**config.mk**
```make
export PLATFORM = sky130hd
export DESIGN_NAME = acrc_regs
export DESIGN_NICKNAME = d
export VERILOG_FILES = /design/src/acrc_pkg.sv /design/src/acrc_pos_if.sv /design/src/acrc_pos_capture.sv /design/src/acrc_regs.sv
export SDC_FILE = /design/constraint.sdc
export NUM_CORES = 1
export LEC_CHECK = 0
export BUFFER_PORTS_ARGS = -buffer_cell sky130_fd_sc_hd__buf_4
export CAP_MARGIN = 20
export CORE_UTILIZATION = 50
export CTS_CLUSTER_DIAMETER = 50
export DETAILED_ROUTE_END_ITERATION = 10
export GPL_TIMING_DRIVEN = 1
export HOLD_SLACK_MARGIN = 0.05
export PLACE_DENSITY = 0.79
export SETUP_SLACK_MARGIN = 0.2
export SYNTH_ARGS = -nofsm -noshare
export SYNTH_HDL_FRONTEND = slang
export SYNTH_SLANG_ARGS = --single-unit
```
**constraint.sdc**
```tcl
create_clock -name SYS_CLK -period 6.9 [get_ports SYS_CLK]
set_input_delay 1.38 -clock SYS_CLK [delete_from_list [all_inputs] [get_ports SYS_CLK]]
set_output_delay 1.38 -clock SYS_CLK [all_outputs]
set_load 0.03 [all_outputs]
```
**src/acrc_pkg.sv**
```systemverilog
package acrc_pkg;
    localparam int DATA_W = 32;
    localparam int ADDR_W = 8;
    localparam int SEL_W = 4;

    // Printed offsets are register indices; byte address is four times the index
    localparam logic [5:0] IDX_CLK_CTRL_TWO = 6'h2B;
    localparam logic [5:0] IDX_EDGE_POS = 6'h2C;
    localparam logic [5:0] IDX_FS_CODE_A = 6'h30;
    localparam logic [5:0] IDX_FS_CODE_B = 6'h32;
    localparam logic [5:0] IDX_REF_SRC_SEL = 6'h38;
    localparam int ADDR_LSB = 2;

    localparam int CTRL_W = 8;
    localparam int POS_W = 24;
    localparam int FS_W = 16;
    localparam int REFSEL_W = 8;

    localparam logic [7:0] CLK_CTRL_TWO_RST = 8'h11;
    localparam logic [23:0] EDGE_POS_RST = 24'h000000;
    localparam logic [15:0] FS_CODE_RST = 16'hA000;
    localparam logic [7:0] REF_SRC_SEL_RST = 8'h00;

    localparam int FB_GAIN_BIT = 4;
    localparam int NOISE_SUPPR_BIT = 2;
    localparam int SAMP_DEL_HI = 1;
    localparam int SAMP_DEL_LO = 0;
    localparam int REF_SRC_BIT = 0;

    localparam logic [31:0] UNMAPPED_READ = 32'h00000000;
endpackage : acrc_pkg

```
**src/acrc_pos_if.sv**
```systemverilog
`timescale 1ns/10ps
interface acrc_pos_if;
    logic capture_stb;
    logic [acrc_pkg::POS_W-1:0] capture_val;
    logic [acrc_pkg::POS_W-1:0] position;

    modport regs (
        output capture_stb,
        output capture_val,
        input position
    );
    modport capture (
        input capture_stb,
        input capture_val,
        output position
    );
endinterface : acrc_pos_if

```
**src/acrc_pos_capture.sv**
```systemverilog
`timescale 1ns/10ps
module acrc_pos_capture (
    input wire logic clk,
    input wire logic rst,
    acrc_pos_if.capture pos
);
    import acrc_pkg::*;

    logic [POS_W-1:0] position_r;

    // Only the capture logic loads this value; the bus has no path in
    always_ff @(posedge clk or posedge rst) begin
        if (rst) begin
            position_r <= EDGE_POS_RST;
        end else if (pos.capture_stb) begin
            position_r <= pos.capture_val;
        end
    end

    assign pos.position = position_r;
endmodule : acrc_pos_capture

```
**src/acrc_regs.sv**
```systemverilog
`timescale 1ns/10ps
module acrc_regs (
    input wire logic SYS_CLK,
    input wire logic RST,
    input wire logic WB_CYC_I,
    input wire logic WB_STB_I,
    input wire logic WB_WE_I,
    input wire logic [acrc_pkg::ADDR_W-1:0] WB_ADR_I,
    input wire logic [acrc_pkg::SEL_W-1:0] WB_SEL_I,
    input wire logic [acrc_pkg::DATA_W-1:0] WB_DAT_I,
    output logic [acrc_pkg::DATA_W-1:0] WB_DAT_O,
    output logic WB_ACK_O,
    input wire logic POS_CAPTURE_STB,
    input wire logic [acrc_pkg::POS_W-1:0] POS_CAPTURE_VAL,
    output logic CLK_FB_GAIN_HIGH,
    output logic NOISE_SUPPRESS_EN,
    output logic [1:0] SAMPLE_CLOCK_DELAY_SEL,
    output logic [acrc_pkg::FS_W-1:0] FULL_SCALE_CODE_A,
    output logic [acrc_pkg::FS_W-1:0] FULL_SCALE_CODE_B,
    output logic REFERENCE_SOURCE_SELECT
);
    import acrc_pkg::*;

    // Byte-lane merge of write data into an existing register value
    function automatic logic [DATA_W-1:0] lane_merge(
        input logic [DATA_W-1:0] old_val,
        input logic [DATA_W-1:0] wdat,
        input logic [SEL_W-1:0] sel
    );
        logic [DATA_W-1:0] res;
        res = old_val;
        for (int i = 0; i < SEL_W; i++) begin
            if (sel[i]) begin
                res[i*8 +: 8] = wdat[i*8 +: 8];
            end
        end
        return res;
    endfunction : lane_merge

    function automatic logic addr_hit(
        input logic [ADDR_W-1:0] adr,
        input logic [5:0] idx
    );
        return adr[ADDR_W-1:ADDR_LSB] == idx;
    endfunction : addr_hit

    logic ack_r;
    logic [DATA_W-1:0] rdata_r;
    logic [DATA_W-1:0] rdata_nxt;
    logic [CTRL_W-1:0] clk_ctrl_two_r;
    logic [FS_W-1:0] fs_code_a_r;
    logic [FS_W-1:0] fs_code_b_r;
    logic [REFSEL_W-1:0] ref_src_sel_r;
    logic req;
    logic wr_commit;
    logic [DATA_W-1:0] ctrl_merged;
    logic [DATA_W-1:0] fsa_merged;
    logic [DATA_W-1:0] fsb_merged;
    logic [DATA_W-1:0] ref_merged;

    acrc_pos_if pos_bus ();

    acrc_pos_capture u_pos_capture (
        .clk(SYS_CLK),
        .rst(RST),
        .pos(pos_bus.capture)
    );

    // Capture source is on this clock, so it goes straight in
    assign pos_bus.capture_stb = POS_CAPTURE_STB;
    assign pos_bus.capture_val = POS_CAPTURE_VAL;

    assign req = WB_CYC_I & WB_STB_I;
    // Writes land on the edge where the master sees ack, while the request is still held
    assign wr_commit = req & WB_WE_I & ack_r;

    assign ctrl_merged = lane_merge({24'h000000, clk_ctrl_two_r}, WB_DAT_I, WB_SEL_I);
    assign fsa_merged = lane_merge({16'h0000, fs_code_a_r}, WB_DAT_I, WB_SEL_I);
    assign fsb_merged = lane_merge({16'h0000, fs_code_b_r}, WB_DAT_I, WB_SEL_I);
    assign ref_merged = lane_merge({24'h000000, ref_src_sel_r}, WB_DAT_I, WB_SEL_I);

    // One wait state: ack one cycle after the request, dropped the cycle after
    always_ff @(posedge SYS_CLK or posedge RST) begin
        if (RST) begin
            ack_r <= 1'b0;
        end else begin
            ack_r <= req & ~ack_r;
        end
    end

    // Spare bits stay writable so software can read back what it wrote
    always_ff @(posedge SYS_CLK or posedge RST) begin
        if (RST) begin
            clk_ctrl_two_r <= CLK_CTRL_TWO_RST;
        end else if (wr_commit && addr_hit(WB_ADR_I, IDX_CLK_CTRL_TWO)) begin
            clk_ctrl_two_r <= ctrl_merged[CTRL_W-1:0];
        end
    end

    always_ff @(posedge SYS_CLK or posedge RST) begin
        if (RST) begin
            fs_code_a_r <= FS_CODE_RST;
        end else if (wr_commit && addr_hit(WB_ADR_I, IDX_FS_CODE_A)) begin
            // Codes below the recommended floor are stored as written
            fs_code_a_r <= fsa_merged[FS_W-1:0];
        end
    end

    always_ff @(posedge SYS_CLK or posedge RST) begin
        if (RST) begin
            fs_code_b_r <= FS_CODE_RST;
        end else if (wr_commit && addr_hit(WB_ADR_I, IDX_FS_CODE_B)) begin
            fs_code_b_r <= fsb_merged[FS_W-1:0];
        end
    end

    always_ff @(posedge SYS_CLK or posedge RST) begin
        if (RST) begin
            ref_src_sel_r <= REF_SRC_SEL_RST;
        end else if (wr_commit && addr_hit(WB_ADR_I, IDX_REF_SRC_SEL)) begin
            ref_src_sel_r <= ref_merged[REFSEL_W-1:0];
        end
    end

    always_comb begin
        rdata_nxt = UNMAPPED_READ;
        if (addr_hit(WB_ADR_I, IDX_CLK_CTRL_TWO)) begin
            rdata_nxt = {24'h000000, clk_ctrl_two_r};
        end else if (addr_hit(WB_ADR_I, IDX_EDGE_POS)) begin
            rdata_nxt = {8'h00, pos_bus.position};
        end else if (addr_hit(WB_ADR_I, IDX_FS_CODE_A)) begin
            rdata_nxt = {16'h0000, fs_code_a_r};
        end else if (addr_hit(WB_ADR_I, IDX_FS_CODE_B)) begin
            rdata_nxt = {16'h0000, fs_code_b_r};
        end else if (addr_hit(WB_ADR_I, IDX_REF_SRC_SEL)) begin
            rdata_nxt = {24'h000000, ref_src_sel_r};
        end
    end

    // Read data sampled with the request edge, so it is stable while ack is high
    always_ff @(posedge SYS_CLK or posedge RST) begin
        if (RST) begin
            rdata_r <= UNMAPPED_READ;
        end else if (req && !ack_r) begin
            rdata_r <= rdata_nxt;
        end
    end

    // Outputs are registered copies so the analog controls never see bus glitches
    always_ff @(posedge SYS_CLK or posedge RST) begin
        if (RST) begin
            CLK_FB_GAIN_HIGH <= CLK_CTRL_TWO_RST[FB_GAIN_BIT];
            NOISE_SUPPRESS_EN <= CLK_CTRL_TWO_RST[NOISE_SUPPR_BIT];
            SAMPLE_CLOCK_DELAY_SEL <= CLK_CTRL_TWO_RST[SAMP_DEL_HI:SAMP_DEL_LO];
            FULL_SCALE_CODE_A <= FS_CODE_RST;
            FULL_SCALE_CODE_B <= FS_CODE_RST;
            REFERENCE_SOURCE_SELECT <= REF_SRC_SEL_RST[REF_SRC_BIT];
        end else begin
            CLK_FB_GAIN_HIGH <= clk_ctrl_two_r[FB_GAIN_BIT];
            NOISE_SUPPRESS_EN <= clk_ctrl_two_r[NOISE_SUPPR_BIT];
            // Passed through unchecked; a non-one-hot code is software's concern
            SAMPLE_CLOCK_DELAY_SEL <= clk_ctrl_two_r[SAMP_DEL_HI:SAMP_DEL_LO];
            FULL_SCALE_CODE_A <= fs_code_a_r;
            FULL_SCALE_CODE_B <= fs_code_b_r;
            REFERENCE_SOURCE_SELECT <= ref_src_sel_r[REF_SRC_BIT];
        end
    end

    assign WB_DAT_O = rdata_r;
    assign WB_ACK_O = ack_r;
endmodule : acrc_regs

```
==> results.yml <==
clock_network:
  root_buffer: "clkbuf_8"
  cts_hold_buf: 0
  ctsResizeCount: 0
  htreeDepth: 4
  cts_tree: "built"
  cts_setup_buffers: 0
  cts.path.max_buffers: 2
  numClockSinks: 134
  clock_latency_ps: 510
  clk_pin_slew_worst_paths_ps: 60
  numCtsBuffers: 17
pwr:
  leakagePower_nw: 3.353
  power_density_mw_per_mm2: 281.7
  peakVddDrop_mv: 0.1563
critical_path:
  cp-start-kind: "input pin"
  reg2reg_from: "WB_ACK_O"
  r2r_cells: 6
  end_kind: "register"
  r2r-end: "WB_DAT_O[3]"
  crit_fanout: 17
  required_ps: 7350
  criticalPathCategory: "input pin to register"
  arrival_ps: 3380
  r2r_setup_slack_ps: 4980
finish:
  area_growth_pct: 31.06
  n_antenna_cell: 0
  fin_cells: 618
  nets: 546
  drive_above_1_share_pct: 49.28
  postLayoutCoreUtil_pct: 68.46
  fin_area_mm2: 0.006753
sta:
  hold_slack_ps: 368.1
  drv_slew: 0
  skew_ps: 8.388
  min_period_over_period_pct: 42.50
  rsz0062_at_grt: "no"
  hold_viol: 0
  slew_headroom_pct: 36.27
  tightest_slew_ps: 956.0
  period_needed_ps: 2932
  fmax_ghz: 0.3410
  final-setup-viol-count: 0
  finalSetupTns_ps: 0
hold_path:
  hp-start: "fs_code_b_r[13]"
  hold_depth: 0
  hold_path_class: "register to register"
  whs_endpoint: "FULL_SCALE_CODE_B[13]"
routing:
  wl_um: 11380
  drcViolationCount: 0
  drt_iter0_markers: 167
  firstDrtPassIters: 4
  wl_per_cell_um: 18.41
  route.antenna.remaining_nets: 0
  vias_per_cell: 5.377
  vias: 3323
grt:
  first_global_vias: 3449
  grtUsageTotal_pct: 22.85
  overflow: 0
  antenna_found_initial: 0
  grt_pass1_wl_um: 18490
  grt_max_degree: 78
synthesis:
  netlist_area_mm2: 0.005152
  synth_top_area_cell: "dfrtp_1"
  seq_area_frac_synth_pct: 65.37
  ys_ff_latch: 134
  syn-instance-count: 353
  netlist.area_leader.share_pct: 59.25
  synth_edf_count: 0
  post-synth-top-count-cell: "dfrtp_1"
  synth-main-ff-cell: "dfrtp_1"
  synth_common_cells: "122 x dfrtp_1, 71 x mux2_2, 17 x nand2_1"
  synth.area.top_cells: "dfrtp_1 59%, mux2_2 16%, dfstp_2 6.1%"
  ys_async_sr_fraction_pct: 100.0
  yosys.cell_types.count: 36
  syn_avg_cell_area_um2: 14.60
  yosys_warnings: 0
place:
  hpwlAfterDp_um: 7579
  portBuffers: 115
  place_congestion: 0.7949
  placedCellCount: 586
  dpl-instance-area_mm2: 0.006095
floorplan:
  die_h_um: 103.5
  rows: 36
  io_pins: 144
  coreArea_mm2: 0.009864
  initial_core_util_pct: 52.23
  dieArea_mm2: 0.01071
  die_w_um: 103.5
run_status:
  status: "complete, no violations"
run:
  maxCapViolCount: 0
[metrics by stage]
stage	worst slack, ps	power, mW
floorplan	1957	0.8906
global placement	3493	0.9316
detailed placement	3419	0.9350
CTS	3945	1.918
global route	3791	1.969
finish	3968	1.902
[routing by layer]
| metal | global-route usage (%) | wire length (um) |
|---|---|---|
| met5 | 0 | 0 |
| met4 | 9.731 | 279 |
| met3 | 5.412 | 433 |
| met2 | 36.15 | 5607 |
| met1 | 30.34 | 5056 |
[placed cells by master, fill, tap and decap left out, types with 2 or more instances in the layout]
master | Yosys | layout
a211oi_1 | 8 | 8
and3_1 | 2 | 2
clkbuf_8 | 0 | 6
o211ai_1 | 8 | 8
o31ai_1 | 8 | 8
a221oi_1 | 8 | 8
nand2_2 | 2 | 2
nand2_4 | 2 | 2
clkbuf_16 | 0 | 16
inv_1 | 3 | 2
nor3_1 | 8 | 8
mux2i_1 | 8 | 8
a22o_1 | 8 | 8
dfstp_2 | 12 | 12
bufinv_16 | 0 | 5
nand2_1 | 17 | 17
conb_1 | 1 | 8
dfrtp_1 | 122 | 122
a2bb2oi_1 | 8 | 8
clkbuf_1 | 8 | 3
buf_4 | 9 | 117
nor4b_1 | 2 | 2
o21ai_0 | 8 | 8
nor2_1 | 11 | 11
mux2_2 | 71 | 71
[cells by family (layout without fill, tap and decap cells)]
kind of cell	count (synthesis)	after routing	share of synthesized area (%)
flip-flops	134	134	65.37
multiplexers	80	80	17.29
AO/OA/AOI/OAI	57	57	8.524
AND/OR/NAND/NOR	53	53	5.901
buffers and inverters	28	153	2.841
other	1	8	0.07278
[worst max-delay path: stages]
cell     delay [ps]
buf_4           180
nor4b_1         370
nand3_1         560
nor2_1          660
a22o_1          220
[power by group]
group | internal (mW) | switching, mW
sequential | 0.807 | 0.0108
combinational | 0.0444 | 0.0587
clock | 0.672 | 0.309
total | 1.52 | 0.378
[how the worst max path moves through the flow]
stage | cells past startpoint | end | from | slack, ps
final | 5 | WB_DAT_O[19] | WB_ADR_I[2] | 3970
after global routing | 5 | WB_DAT_O[19] | WB_ADR_I[2] | 3790
after CTS | 5 | fs_code_a_r[4] | WB_ADR_I[4] | 3940
after detailed placement | 5 | fs_code_a_r[4] | WB_ADR_I[4] | 3420
after floorplan | 1 | FULL_SCALE_CODE_A[0] | RST | 1960
after global placement | 5 | fs_code_a_r[4] | WB_ADR_I[4] | 3490
[area by class of cell]
class                      instances  area, um^2
multi-input combinational        198        1664
sequential                       134        3368
inverter                           4       17.52
tap                              133       166.4
clock inverter                     7       163.9
timing repair buffer             117       878.3
clock buffer                      25       494.2
fill                             688        3112
[state kept, by name, indices dropped and copies added (netlist names), 2 cells and up]
name,count
fs_code_a_r,16
FULL_SCALE_CODE_B,16
WB_DAT_O,24
SAMPLE_CLOCK_DELAY_SEL,2
ref_src_sel_r,8
clk_ctrl_two_r,8
fs_code_b_r,16
FULL_SCALE_CODE_A,16
u_pos_capture.pos.position,24
(Power assumes the default switching activity.)
